### config.mk
export PLATFORM = sky130hd
export DESIGN_NAME = fmlr_top
export DESIGN_NICKNAME = d
export VERILOG_FILES = /design/src/fmlr_top.v /design/src/fmlr_sync.v /design/src/fmlr_lock_bank.v
export VERILOG_INCLUDE_DIRS = /design/src /design/src/src
export SDC_FILE = /design/constraint.sdc
export NUM_CORES = 1
export LEC_CHECK = 0
export BUFFER_PORTS_ARGS = -buffer_cell sky130_fd_sc_hd__buf_2
export CAP_MARGIN = 40
export CORE_MARGIN = 1
export CORE_UTILIZATION = 47
export CTS_BUF_LIST = sky130_fd_sc_hd__clkbuf_4 sky130_fd_sc_hd__clkbuf_8
export DETAILED_ROUTE_END_ITERATION = 10
export MAX_ROUTING_LAYER = met4
export PLACE_DENSITY = 0.63
export RECOVER_POWER = 50
export SYNTH_ARGS = -nofsm -noshare
export SYNTH_HDL_FRONTEND = slang
export SYNTH_HIERARCHICAL = 1
export SYNTH_SLANG_ARGS = --single-unit
### constraint.sdc
create_clock -name clk_in -period 30.1 [get_ports clk_in]
set_input_delay 4.515 -clock clk_in [delete_from_list [all_inputs] [get_ports clk_in]]
set_output_delay 4.515 -clock clk_in [all_outputs]
set_load 0.01 [all_outputs]
### src/fmlr_consts.vh
// constants for the flash mode, lock and reset command block
`ifndef FMLR_CONSTS_VH
`define FMLR_CONSTS_VH

// opcodes
`define FMLR_OP_WREN     8'h06
`define FMLR_OP_WRDI     8'h04
`define FMLR_OP_WRAP     8'h0c
`define FMLR_OP_SETPARM  8'hc0
`define FMLR_OP_ENTER4W  8'h38
`define FMLR_OP_EXIT4W   8'hff
`define FMLR_OP_LOCK     8'h36
`define FMLR_OP_UNLOCK   8'h39
`define FMLR_OP_RDLOCK   8'h3d
`define FMLR_OP_GLOCK    8'h7e
`define FMLR_OP_GUNLOCK  8'h98
`define FMLR_OP_RSTEN    8'h66
`define FMLR_OP_RST      8'h99

// frame lengths in received bits
`define FMLR_LEN_OPC     7'd8
`define FMLR_LEN_PARM    7'd16
`define FMLR_LEN_ADDR    7'd32
`define FMLR_LEN_SAT     7'd64

// read parameter layout and reset value
`define FMLR_RP_RESET    8'h00
`define FMLR_RP_WRAP_LSB 0
`define FMLR_RP_DMY_LSB  4

// lock index taken from the address
`define FMLR_LK_IDX_MSB  23
`define FMLR_LK_IDX_LSB  16
`define FMLR_LK_COUNT    256

// reset recovery time
`define FMLR_T_RST_US    30
`define FMLR_CLK_MHZ     50
`define FMLR_RST_CYC     (`FMLR_T_RST_US * `FMLR_CLK_MHZ)

`endif

### src/fmlr_top.v
// serial flash command block: wrap read (four-wire mode only), four-wire mode, locks, software reset
`include "fmlr_consts.vh"

module fmlr_top (
  input  wire        clk_in,
  input  wire        reset_n_in,
  input  wire        cs_n_in,
  input  wire        sclk_in,
  input  wire [3:0]  io_in,
  output wire [3:0]  io_out,
  output wire [3:0]  io_oe_out,
  input  wire        quad_enable_bit_in,
  input  wire        protection_scheme_select_in,
  input  wire        bp_region_protect_in,
  input  wire [23:0] query_addr_in,
  output wire        query_protect_out,
  input  wire [7:0]  mem_data_in,
  output wire [23:0] mem_addr_out,
  output wire        four_wire_opcode_mode_out,
  output wire        write_enable_latch_out,
  output wire [7:0]  read_parameter_bits_out,
  output wire        busy_out,
  output wire        sw_reset_out
);

  localparam ST_CMD   = 4'b0001;
  localparam ST_DUMMY = 4'b0010;
  localparam ST_OUT   = 4'b0100;
  localparam ST_IGN   = 4'b1000;

  // next address inside the wrap window
  function [23:0] wrap_next;
    input [23:0] a;
    input [1:0]  code;
    reg   [5:0]  mask;
    reg   [5:0]  low;
    begin
      mask = 6'h07;
      case (code)
        2'b00: mask = 6'h07;
        2'b01: mask = 6'h0f;
        2'b10: mask = 6'h1f;
        default: mask = 6'h3f;
      endcase
      low = a[5:0] + 6'h01;
      wrap_next = {a[23:6], (a[5:0] & ~mask) | (low & mask)};
    end
  endfunction

  // dummy clocks from the parameter code
  function [3:0] dummy_count;
    input [1:0] code;
    begin
      dummy_count = {1'b0, code, 1'b0} + 4'h2;
    end
  endfunction

  // reset release
  reg rst_s1_r;
  reg rst_s2_r;

  always @(posedge clk_in or negedge reset_n_in) begin
    if (!reset_n_in) begin
      rst_s1_r <= 1'b0;
      rst_s2_r <= 1'b0;
    end else begin
      rst_s1_r <= 1'b1;
      rst_s2_r <= rst_s1_r;
    end
  end

  wire rst_n = rst_s2_r;

  // pin synchronisation
  wire [5:0] pin_s;

  fmlr_sync #(
    .W (6)
  ) u_sync (
    .clk_in   (clk_in),
    .rst_n_in (rst_n),
    .d_in     ({cs_n_in, sclk_in, io_in}),
    .q_out    (pin_s)
  );

  wire       cs_s   = pin_s[5];
  wire       sclk_s = pin_s[4];
  wire [3:0] io_s   = pin_s[3:0];

  reg        sclk_d_r;
  reg        cs_d_r;
  reg [3:0]  st_r;
  reg [31:0] shift_r;
  reg [6:0]  cnt_r;
  reg [7:0]  op_r;
  reg [3:0]  dcnt_r;
  reg [7:0]  out_r;
  reg [3:0]  ob_r;
  reg [23:0] addr_r;
  reg [3:0]  io_out_r;
  reg [3:0]  io_oe_r;
  reg        qpi_r;
  reg        wel_r;
  reg [7:0]  rp_r;
  reg        armed_r;
  reg [10:0] busy_cnt_r;
  reg        busy_r;
  reg        sw_reset_r;
  reg        qprot_r;

  wire rise   = sclk_s & ~sclk_d_r;
  wire fall   = ~sclk_s & sclk_d_r;
  wire cs_end = cs_s & ~cs_d_r;
  wire cs_act = ~cs_s;

  // four bits per clock in four-wire mode, one on io_s[0] otherwise
  wire [31:0] sh_nxt  = qpi_r ? {shift_r[27:0], io_s}
                              : {shift_r[30:0], io_s[0]};
  wire [6:0]  step_in = qpi_r ? 7'd4 : 7'd1;
  wire [6:0]  cnt_nxt = (cnt_r >= `FMLR_LEN_SAT) ? cnt_r : cnt_r + step_in;

  // execution at the end of a frame
  wire exec   = cs_end & ~busy_r & (st_r != ST_IGN);
  wire ex_opc = exec & (cnt_r == `FMLR_LEN_OPC);
  wire ex_adr = exec & (cnt_r == `FMLR_LEN_ADDR);
  wire soft_rst = ex_opc & (op_r == `FMLR_OP_RST) & armed_r;

  wire lk_set_all = soft_rst
                  | (ex_opc & (op_r == `FMLR_OP_GLOCK) & wel_r);
  wire lk_clr_all = ex_opc & (op_r == `FMLR_OP_GUNLOCK) & wel_r;
  wire lk_wr      = ex_adr & wel_r
                  & ((op_r == `FMLR_OP_LOCK) | (op_r == `FMLR_OP_UNLOCK));
  wire lk_val     = (op_r == `FMLR_OP_LOCK);
  wire lk_rd_bit;
  wire lk_q_bit;

  fmlr_lock_bank u_lock (
    .clk_in     (clk_in),
    .rst_n_in   (rst_n),
    .set_all_in (lk_set_all),
    .clr_all_in (lk_clr_all),
    .wr_en_in   (lk_wr),
    .wr_val_in  (lk_val),
    .wr_idx_in  (shift_r[`FMLR_LK_IDX_MSB:`FMLR_LK_IDX_LSB]),
    .rd_idx_in  (addr_r[`FMLR_LK_IDX_MSB:`FMLR_LK_IDX_LSB]),
    .rd_bit_out (lk_rd_bit),
    .q_idx_in   (query_addr_in[`FMLR_LK_IDX_MSB:`FMLR_LK_IDX_LSB]),
    .q_bit_out  (lk_q_bit)
  );

  // output byte source and stepping
  wire [7:0] src_byte = (op_r == `FMLR_OP_RDLOCK) ? {7'h00, lk_rd_bit}
                                                  : mem_data_in;
  wire [3:0] step_out = qpi_r ? 4'h4 : 4'h1;
  wire [3:0] ob_nxt   = ob_r + step_out;
  wire [1:0] wrap_cd  = rp_r[`FMLR_RP_WRAP_LSB+1:`FMLR_RP_WRAP_LSB];
  wire [1:0] dmy_cd   = rp_r[`FMLR_RP_DMY_LSB+1:`FMLR_RP_DMY_LSB];
  wire [31:0] rst_cyc = `FMLR_RST_CYC;

  // frame engine
  always @(posedge clk_in or negedge rst_n) begin
    if (!rst_n) begin
      sclk_d_r <= 1'b1;
      cs_d_r   <= 1'b1;
      st_r     <= ST_CMD;
      shift_r  <= 32'h0000_0000;
      cnt_r    <= 7'h00;
      op_r     <= 8'h00;
      dcnt_r   <= 4'h0;
      out_r    <= 8'h00;
      ob_r     <= 4'h0;
      addr_r   <= 24'h00_0000;
      io_out_r <= 4'h0;
      io_oe_r  <= 4'h0;
    end else begin
      sclk_d_r <= sclk_s;
      cs_d_r   <= cs_s;
      if (cs_end) begin
        st_r    <= ST_CMD;
        cnt_r   <= 7'h00;
        ob_r    <= 4'h0;
        io_oe_r <= 4'h0;
      end else if (cs_act && rise) begin
        case (st_r)
          ST_CMD: begin
            shift_r <= sh_nxt;
            cnt_r   <= cnt_nxt;
            if (busy_r) begin
              st_r <= ST_IGN;
            end
            if (cnt_nxt == `FMLR_LEN_OPC) begin
              op_r <= sh_nxt[7:0];
            end
            if (!busy_r && cnt_nxt == `FMLR_LEN_ADDR) begin
              if (op_r == `FMLR_OP_RDLOCK) begin
                addr_r <= sh_nxt[23:0];
                st_r   <= ST_OUT;
              end else if (op_r == `FMLR_OP_WRAP && qpi_r) begin
                addr_r <= sh_nxt[23:0];
                dcnt_r <= 4'h0;
                st_r   <= ST_DUMMY;
              end
            end
          end
          ST_DUMMY: begin
            dcnt_r <= dcnt_r + 4'h1;
            if (dcnt_r == dummy_count(dmy_cd) - 4'h1) begin
              st_r <= ST_OUT;
            end
          end
          ST_OUT: begin
            st_r <= ST_OUT;
          end
          ST_IGN: begin
            st_r <= ST_IGN;
          end
          default: begin
            st_r <= ST_IGN;
          end
        endcase
      end else if (cs_act && fall && st_r == ST_OUT) begin
        io_oe_r <= qpi_r ? 4'hf : 4'h2;
        if (ob_r == 4'h0) begin
          if (qpi_r) begin
            io_out_r <= src_byte[7:4];
            out_r    <= {src_byte[3:0], 4'h0};
          end else begin
            io_out_r <= {2'b00, src_byte[7], 1'b0};
            out_r    <= {src_byte[6:0], 1'b0};
          end
          ob_r <= step_out;
          if (op_r == `FMLR_OP_WRAP) begin
            addr_r <= wrap_next(addr_r, wrap_cd);
          end
        end else begin
          if (qpi_r) begin
            io_out_r <= out_r[7:4];
            out_r    <= {out_r[3:0], 4'h0};
          end else begin
            io_out_r <= {2'b00, out_r[7], 1'b0};
            out_r    <= {out_r[6:0], 1'b0};
          end
          ob_r <= (ob_nxt == 4'h8) ? 4'h0 : ob_nxt;
        end
      end
    end
  end

  // mode, latch, parameters and reset sequencing
  always @(posedge clk_in or negedge rst_n) begin
    if (!rst_n) begin
      qpi_r      <= 1'b0;
      wel_r      <= 1'b0;
      rp_r       <= `FMLR_RP_RESET;
      armed_r    <= 1'b0;
      busy_cnt_r <= 11'h000;
      busy_r     <= 1'b0;
      sw_reset_r <= 1'b0;
      qprot_r    <= 1'b1;
    end else begin
      sw_reset_r <= soft_rst;
      qprot_r    <= protection_scheme_select_in ? lk_q_bit
                                                : bp_region_protect_in;
      if (soft_rst) begin
        busy_cnt_r <= rst_cyc[10:0];
        busy_r     <= 1'b1;
      end else if (busy_cnt_r != 11'h000) begin
        busy_cnt_r <= busy_cnt_r - 11'h001;
        busy_r     <= (busy_cnt_r != 11'h001);
      end
      if (soft_rst) begin
        qpi_r   <= 1'b0;
        wel_r   <= 1'b0;
        rp_r    <= `FMLR_RP_RESET;
        armed_r <= 1'b0;
      end else if (exec && cnt_r >= `FMLR_LEN_OPC) begin
        armed_r <= ex_opc & (op_r == `FMLR_OP_RSTEN);
        if (ex_opc) begin
          case (op_r)
            `FMLR_OP_WREN: begin
              wel_r <= 1'b1;
            end
            `FMLR_OP_WRDI: begin
              wel_r <= 1'b0;
            end
            `FMLR_OP_ENTER4W: begin
              if (!qpi_r && quad_enable_bit_in) begin
                qpi_r <= 1'b1;
              end
            end
            `FMLR_OP_EXIT4W: begin
              if (qpi_r) begin
                qpi_r <= 1'b0;
              end
            end
            default: begin
              qpi_r <= qpi_r;
            end
          endcase
        end
        if (qpi_r && cnt_r == `FMLR_LEN_PARM && op_r == `FMLR_OP_SETPARM) begin
          rp_r <= shift_r[7:0];
        end
      end
    end
  end

  assign io_out                    = io_out_r;
  assign io_oe_out                 = io_oe_r;
  assign query_protect_out         = qprot_r;
  assign mem_addr_out              = addr_r;
  assign four_wire_opcode_mode_out = qpi_r;
  assign write_enable_latch_out    = wel_r;
  assign read_parameter_bits_out   = rp_r;
  assign busy_out                  = busy_r;
  assign sw_reset_out              = sw_reset_r;

endmodule // fmlr_top

### src/fmlr_sync.v
// two flip-flop synchroniser for pin inputs
module fmlr_sync #(
  parameter W = 6
) (
  input  wire         clk_in,
  input  wire         rst_n_in,
  input  wire [W-1:0] d_in,
  output wire [W-1:0] q_out
);

  reg [W-1:0] meta_r;
  reg [W-1:0] sync_r;

  always @(posedge clk_in or negedge rst_n_in) begin
    if (!rst_n_in) begin
      meta_r <= {W{1'b1}};
      sync_r <= {W{1'b1}};
    end else begin
      meta_r <= d_in;
      sync_r <= meta_r;
    end
  end

  assign q_out = sync_r;

endmodule // fmlr_sync

### src/fmlr_lock_bank.v
// volatile block/sector lock bits
`include "fmlr_consts.vh"

module fmlr_lock_bank (
  input  wire       clk_in,
  input  wire       rst_n_in,
  input  wire       set_all_in,
  input  wire       clr_all_in,
  input  wire       wr_en_in,
  input  wire       wr_val_in,
  input  wire [7:0] wr_idx_in,
  input  wire [7:0] rd_idx_in,
  output wire       rd_bit_out,
  input  wire [7:0] q_idx_in,
  output wire       q_bit_out
);

  reg [`FMLR_LK_COUNT-1:0] lock_r;

  always @(posedge clk_in or negedge rst_n_in) begin
    if (!rst_n_in) begin
      lock_r <= {`FMLR_LK_COUNT{1'b1}};
    end else if (set_all_in) begin
      lock_r <= {`FMLR_LK_COUNT{1'b1}};
    end else if (clr_all_in) begin
      lock_r <= {`FMLR_LK_COUNT{1'b0}};
    end else if (wr_en_in) begin
      lock_r[wr_idx_in] <= wr_val_in;
    end
  end

  assign rd_bit_out = lock_r[rd_idx_in];
  assign q_bit_out  = lock_r[q_idx_in];

endmodule // fmlr_lock_bank

* Word-level counts from Yosys, hierarchy flattened
Cells that the tools add are included.
** Storage, ports and cells
- Register bits :: 388
- Bits of input ports :: 43
- Output and inout port bits :: 45
- Logic and storage cells :: 224
** Cells by class
- $add $sub $neg :: 7
- Order comparisons :: 6
- Equal/unequal tests :: 36
- Multiplexer cells :: 78
- Bitwise operators :: 29
- Reduce and logical (&&, ||, !) cells :: 42
** Operator list (count)
- 2-to-1 mux 256 bit :: 3
- bitwise mux 256 bit :: 1
- 2-to-1 mux 24 bit :: 6
- 2-to-1 mux 4 bit :: 22
- 2-to-1 mux 8 bit :: 7
- 2-to-1 mux 6 bit :: 8
- == test 8 x 6 -> 1 bit, second input constant :: 4
- == test 8 bit, second input constant :: 4
- 2-to-1 mux 7 bit :: 4
- < comparator 8 x 9 -> 1 bit, second input constant :: 3
- nonzero test 2 bit :: 12
- 2-to-1 mux 11 bit :: 2
- case mux 6 bit (3 select lines) :: 1
- bitwise AND 1 bit :: 16
- binary-select mux 1 bit (select 8 bit) :: 2
- == test 8 x 3 -> 1 bit, second input constant :: 2
- == test 8 x 7 -> 1 bit, second input constant :: 2
- 2-to-1 mux 1 bit :: 15
- == test 7 x 4 -> 1 bit, second input constant :: 2
- == test 7 x 6 -> 1 bit, second input constant :: 2
- bitwise AND 6 bit :: 2
- case mux 4 bit (3 select lines) :: 1
- inequality test 11 x 1 -> 1 bit, second input constant :: 1
- nonzero test 11 bit :: 1
- other kinds (43) :: 75

* Longest topological paths before layout
- Word-level depth :: 14
- Depth in mapped cells :: 14
- Gate-level depth less buffers :: 10

* Hierarchy
The synthesis kept the hierarchy.
** By module, submodules not included
- fmlr_lock_bank :: instances 1, cells an instance 1863, area an instance 16921.2 um^2, seq. area each 6726.5 um^2
- fmlr_top :: instances 1, cells an instance 592, area an instance 6013.3 um^2, seq. area each 2932.8 um^2
- fmlr_sync :: instances 1, cells an instance 12, area an instance 315.3 um^2, seq. area each 315.3 um^2

* Worst setup path before layout
Ideal clock, no wire load.
- Path kind :: input port to flip-flop
- Start point :: input query_addr_in[16]
- End point :: register qprot_r, in the netlist query_protect_out
- Library setup time :: 82 ps
- Arrival :: 6482 ps
- Required time :: 30018 ps
- Setup slack :: 23536 ps
- Stages :: 9
- Buffers on the path :: 2
- Cell sequence :: buf_6 buf_4 mux4_2 mux2_2 a2111oi_0 nor4_1 nor2_1 a22oi_1 mux2_2
** On the way
- Cells in the longest elaborated chain, start to end :: 3
** Ends and longest elaborated chain
- start: declaration :: RTL line fmlr_top.v:15 : input wire [23:0] query_addr_in,
- binary-select mux 1 bit (select 8 bit) :: RTL line fmlr_lock_bank.v:33 : assign q_bit_out = lock_r[q_idx_in];
- 2-to-1 mux 1 bit (implied by the code) :: RTL line fmlr_lock_bank.v:33
- named net lk_q_bit :: RTL line fmlr_top.v:135 : wire lk_q_bit;
- 2-to-1 mux 1 bit :: RTL line fmlr_top.v:262 : qprot_r <= protection_scheme_select_in ? lk_q_bit
- end signal: assignment :: RTL line fmlr_top.v:262
- end: declaration :: RTL line fmlr_top.v:109 : reg qprot_r;
The timed path passes the listed nets, and every way through them passes these cells. The select of a mux whose other input is x is not followed.
A chain may end at the register's enable or synchronous reset.

==> flow_metrics.env <==
export IMPL_worst_path_max_delay_cell="clkbuf_1"
export IMPL_layout_common_cells="nand2_1 (548), dfstp_2 (269), a21oi_1 (267), nand3b_1 (245), mux2i_1 (118)"
export IMPL_viasPerCell=6.19
export IMPL_finalNetCount=2520
export IMPL_hpwl_mm=42.4
export IMPL_clkLatencyLatePin_ns=0.67
export IMPL_antenna_found_initial=0
export IMPL_clock_fmax_mhz=80.7
export IMPL_ys_seq_area_frac=0.429
export IMPL_dr_wl_met3_mm=5.30
export IMPL_syn_area_mm2=0.0232
export IMPL_initial_core_util=0.476
export IMPL_dr_pass1_iters=6
export IMPL_globalRoute_totalOverflow=0
export IMPL_max_clock_path_buffers=3
export IMPL_crit_buf_inv=2
export IMPL_cp_start_kind="flop"
export IMPL_htreeDepth=3
export IMPL_drt_iter0_drc=1983
export IMPL_num_antenna_cells=0
export IMPL_worstPathArrival_ns=12.18
export IMPL_place_gp_congestion=0.870
export IMPL_layout_commonest_cell="nand2_1"
export IMPL_muxShareOfSynthArea=0.160
export IMPL_cp_depth=2
export IMPL_ys_ff_latch=385
export IMPL_portBuffers=71
export IMPL_synth_edf_count=0
export IMPL_drc=0
export IMPL_tritoncts="done"
export IMPL_critPathKind="reg -> async"
export IMPL_cts_hold_buffers=0
export IMPL_post_cts_buffers=0
export IMPL_violations="capacitance limit, slew limit"
export IMPL_cp_max_fo=192
export IMPL_crit_required_ns=29.89
export IMPL_top_layer="met4"
export IMPL_ff2ff_path_depth=2
export IMPL_finalSetupTns_ns=0
export IMPL_skew_ns=0.0323
export IMPL_max_slew_margin_rel=-5.78
export IMPL_stdcell_count=3186
export IMPL_synth_nets=2520
export IMPL_powerDensity_mw_per_mm2=45.5
export IMPL_crit_chain="clkbuf_1, clkbuf_1"
export IMPL_setup_viol=0
export IMPL_finalHoldViolations=0
export IMPL_die_w_um=224
export IMPL_fp_dieArea_mm2=0.0504
export IMPL_placedCellCount=3058
export IMPL_n_fill_cell=4492
export IMPL_synth_ff_type="dfstp_2"
export IMPL_clkTransAtPathRegs_ns=0.06
export IMPL_finalMaxSlewViolations=451
export IMPL_grt_pass1_wl_mm=112
export IMPL_synth_simple_area_share=0.232
export IMPL_ir_drop_mv=0.0330
export IMPL_wl_met1_mm=30.6
export IMPL_clock_root_buffer="clkbuf_8"
export IMPL_die_h_um=224
export IMPL_cts_resized=0
export IMPL_track_usage=0.294
export IMPL_synthAdderAreaFrac=0.00538
export IMPL_crit_path_frequent_cell="clkbuf_1"
export IMPL_critPathMaxStageDelay_ns=7.18
export IMPL_syn_to_final_growth_pct=10.8
export IMPL_cap_violations=6
export IMPL_tightest_slew_ns=10.17
export IMPL_synth_compound_area_frac=0.123
export IMPL_p_leak_nw=10.6
export IMPL_layout_drive_gt1_share=0.283
export IMPL_synth_top_family_by_area="simple AND/OR/NAND/NOR gates"
export IMPL_finalCritPeriodShare=0.412
export IMPL_min_period_ns=12.39
export IMPL_synth_distinct_cells=68
export IMPL_synthArstFlopShare=1.00
export IMPL_cp_top_family="buffers and inverters"
export IMPL_grt_pass1_vias=19700
export IMPL_cts_sinks=385
export IMPL_syn_inst=2467
export IMPL_numCtsBuffers=71
export IMPL_min_path_type="reg -> reg"
export IMPL_ant_nets=0
export IMPL_final_util=0.528
export IMPL_synth_area_per_cell_um2=9.42
export IMPL_grt_max_degree=260
export IMPL_cp_end_kind="async pin"
export IMPL_num_vias=19700
export IMPL_wl_per_cell_um=22.3
export IMPL_synth_xor_area_frac=0.00490
export IMPL_core_mm2=0.0488
export IMPL_fp_row_count=81
export IMPL_rsz0062_at_grt="no"
export IMPL_routed_wl_mm=70.9
export IMPL_whs_path_depth=0
export IMPL_wl_met2_mm=32.6
export IMPL_yosysWarnings=6
export IMPL_ios=88
export IMPL_status="complete, but fails checks"
==> flip-flops by register name, indices dropped and copies added, names as in the netlist, 2 cells and up, named ones only <==
| signal | flops |
|---|---|
| busy_cnt_r | 11 |
| cnt_r | 7 |
| dcnt_r | 4 |
| io_oe_out | 2 |
| io_out | 4 |
| mem_addr_out | 21 |
| ob_r | 4 |
| op_r | 8 |
| out_r | 7 |
| read_parameter_bits_out | 8 |
| shift_r | 24 |
| st_r | 4 |
| u_lock/lock_r | 256 |
| u_sync/meta_r | 6 |
| u_sync/q_out | 6 |
==> worst paths after layout <==
check | start | end | slack, ns
worst max-delay path | rst_n$_DFF_PN0_ | four_wire_opcode_mode_out$_DFFE_PN0P_ | 17.71
worst min-delay path | rst_s1_r$_DFF_PN0_ | rst_n$_DFF_PN0_ | 0.35
worst max register to register | rst_n$_DFF_PN0_ | four_wire_opcode_mode_out$_DFFE_PN0P_ | 17.71
worst min register to register | rst_s1_r$_DFF_PN0_ | rst_n$_DFF_PN0_ | 0.35
max in group clk_in | query_addr_in[16] | query_protect_out$_DFF_PN1_ | 22.48
min in group asynchronous | rst_n$_DFF_PN0_ | mem_addr_out[14]$_DFFE_PN0P_ | 0.82
==> kinds of logic after synthesis <==
kind of cell,after synthesis
adders and majority gates,10
other,1
DFF,385
muxes,258
buffers and inverters,242
xor gates and xnor gates,13
AOI/OAI and AO/OA,490
and+or+nand+nor,1068
==> cells in the mapped netlist (3+ instances only) <==
cell type  number  share of area
nor4b_1         5         0.0019
a211o_1        20         0.0075
o22ai_1        43          0.012
xor2_1          3         0.0011
inv_1          20         0.0032
nand4_1         6         0.0016
and3_1          5         0.0013
dfstp_2       272           0.31
o21ai_0        66          0.014
mux2i_1       118          0.051
buf_6           3         0.0015
buf_4          15         0.0048
mux2_2         50          0.024
nor3b_1         4         0.0013
a22oi_1        12         0.0039
a2111oi_0       7         0.0026
nand3_1        33         0.0071
o31ai_1        11         0.0036
xnor2_1        10         0.0038
nor3_1         30         0.0065
nand3b_1      245          0.079
mux4_2         84          0.081
buf_1           9         0.0015
nand2b_1       33         0.0089
ha_1           10         0.0054
nor2b_1         6         0.0016
a311oi_1        5         0.0019
buf_2          22         0.0047
nor2_1        101          0.016
dfrtp_1       113           0.12
mux2_4          6         0.0039
a22o_1         22         0.0083
and2_1          6         0.0016
or3_1           8         0.0022
a31oi_1        12         0.0032
clkbuf_1      171          0.028
a221oi_1        4         0.0015
nand2_1       548          0.088
a21oi_1       268          0.058
nor4_1         20         0.0054
or4_1           3        0.00097
==> power breakdown <==
part | switching, mW | total (mW) | internal [mW]
clock network | 0.238 | 0.552 | 0.315
registers | 0.0169 | 0.551 | 0.535
logic | 0.0437 | 0.0692 | 0.0255
total | 0.298 | 1.17 | 0.875
==> final cells by class <==
cell class	instances	area (um2)	share of cell area
timing repair buffer	148	996	0.0387
sequential	385	9980	0.387
clock buffer	114	1410	0.0546
multi-input combinational	1840	12300	0.479
inverter	21	78.8	0.00306
tap	664	831	0.0322
clock inverter	14	143	0.00554
==> stage by stage <==
step / worst slack [ns] / power (mW) / hold slack [ns] / cell area, um2
after floorplan: 19.05 / 0.603 / 0.331 / 23200
after global placement: 21.83 / 0.626 / 0.341 / 24000
after detailed placement: 21.84 / 0.629 / 0.335 / 24300
after CTS: 22.54 / 1.19 / 0.347 / 25800
after global routing: 15.31 / 1.22 / 0.355 / 25800
final: 17.71 / 1.17 / 0.347 / 25800
==> per-layer routing <==
layer | vias to the layer above | global-route usage
li1 | 8804 | -
met1 | 9910 | 0.396
met2 | 826 | 0.443
met3 | 178 | 0.0466
met4 | 0 | 0.124
met5 | - | -
Power figures use the tool's default switching activity.
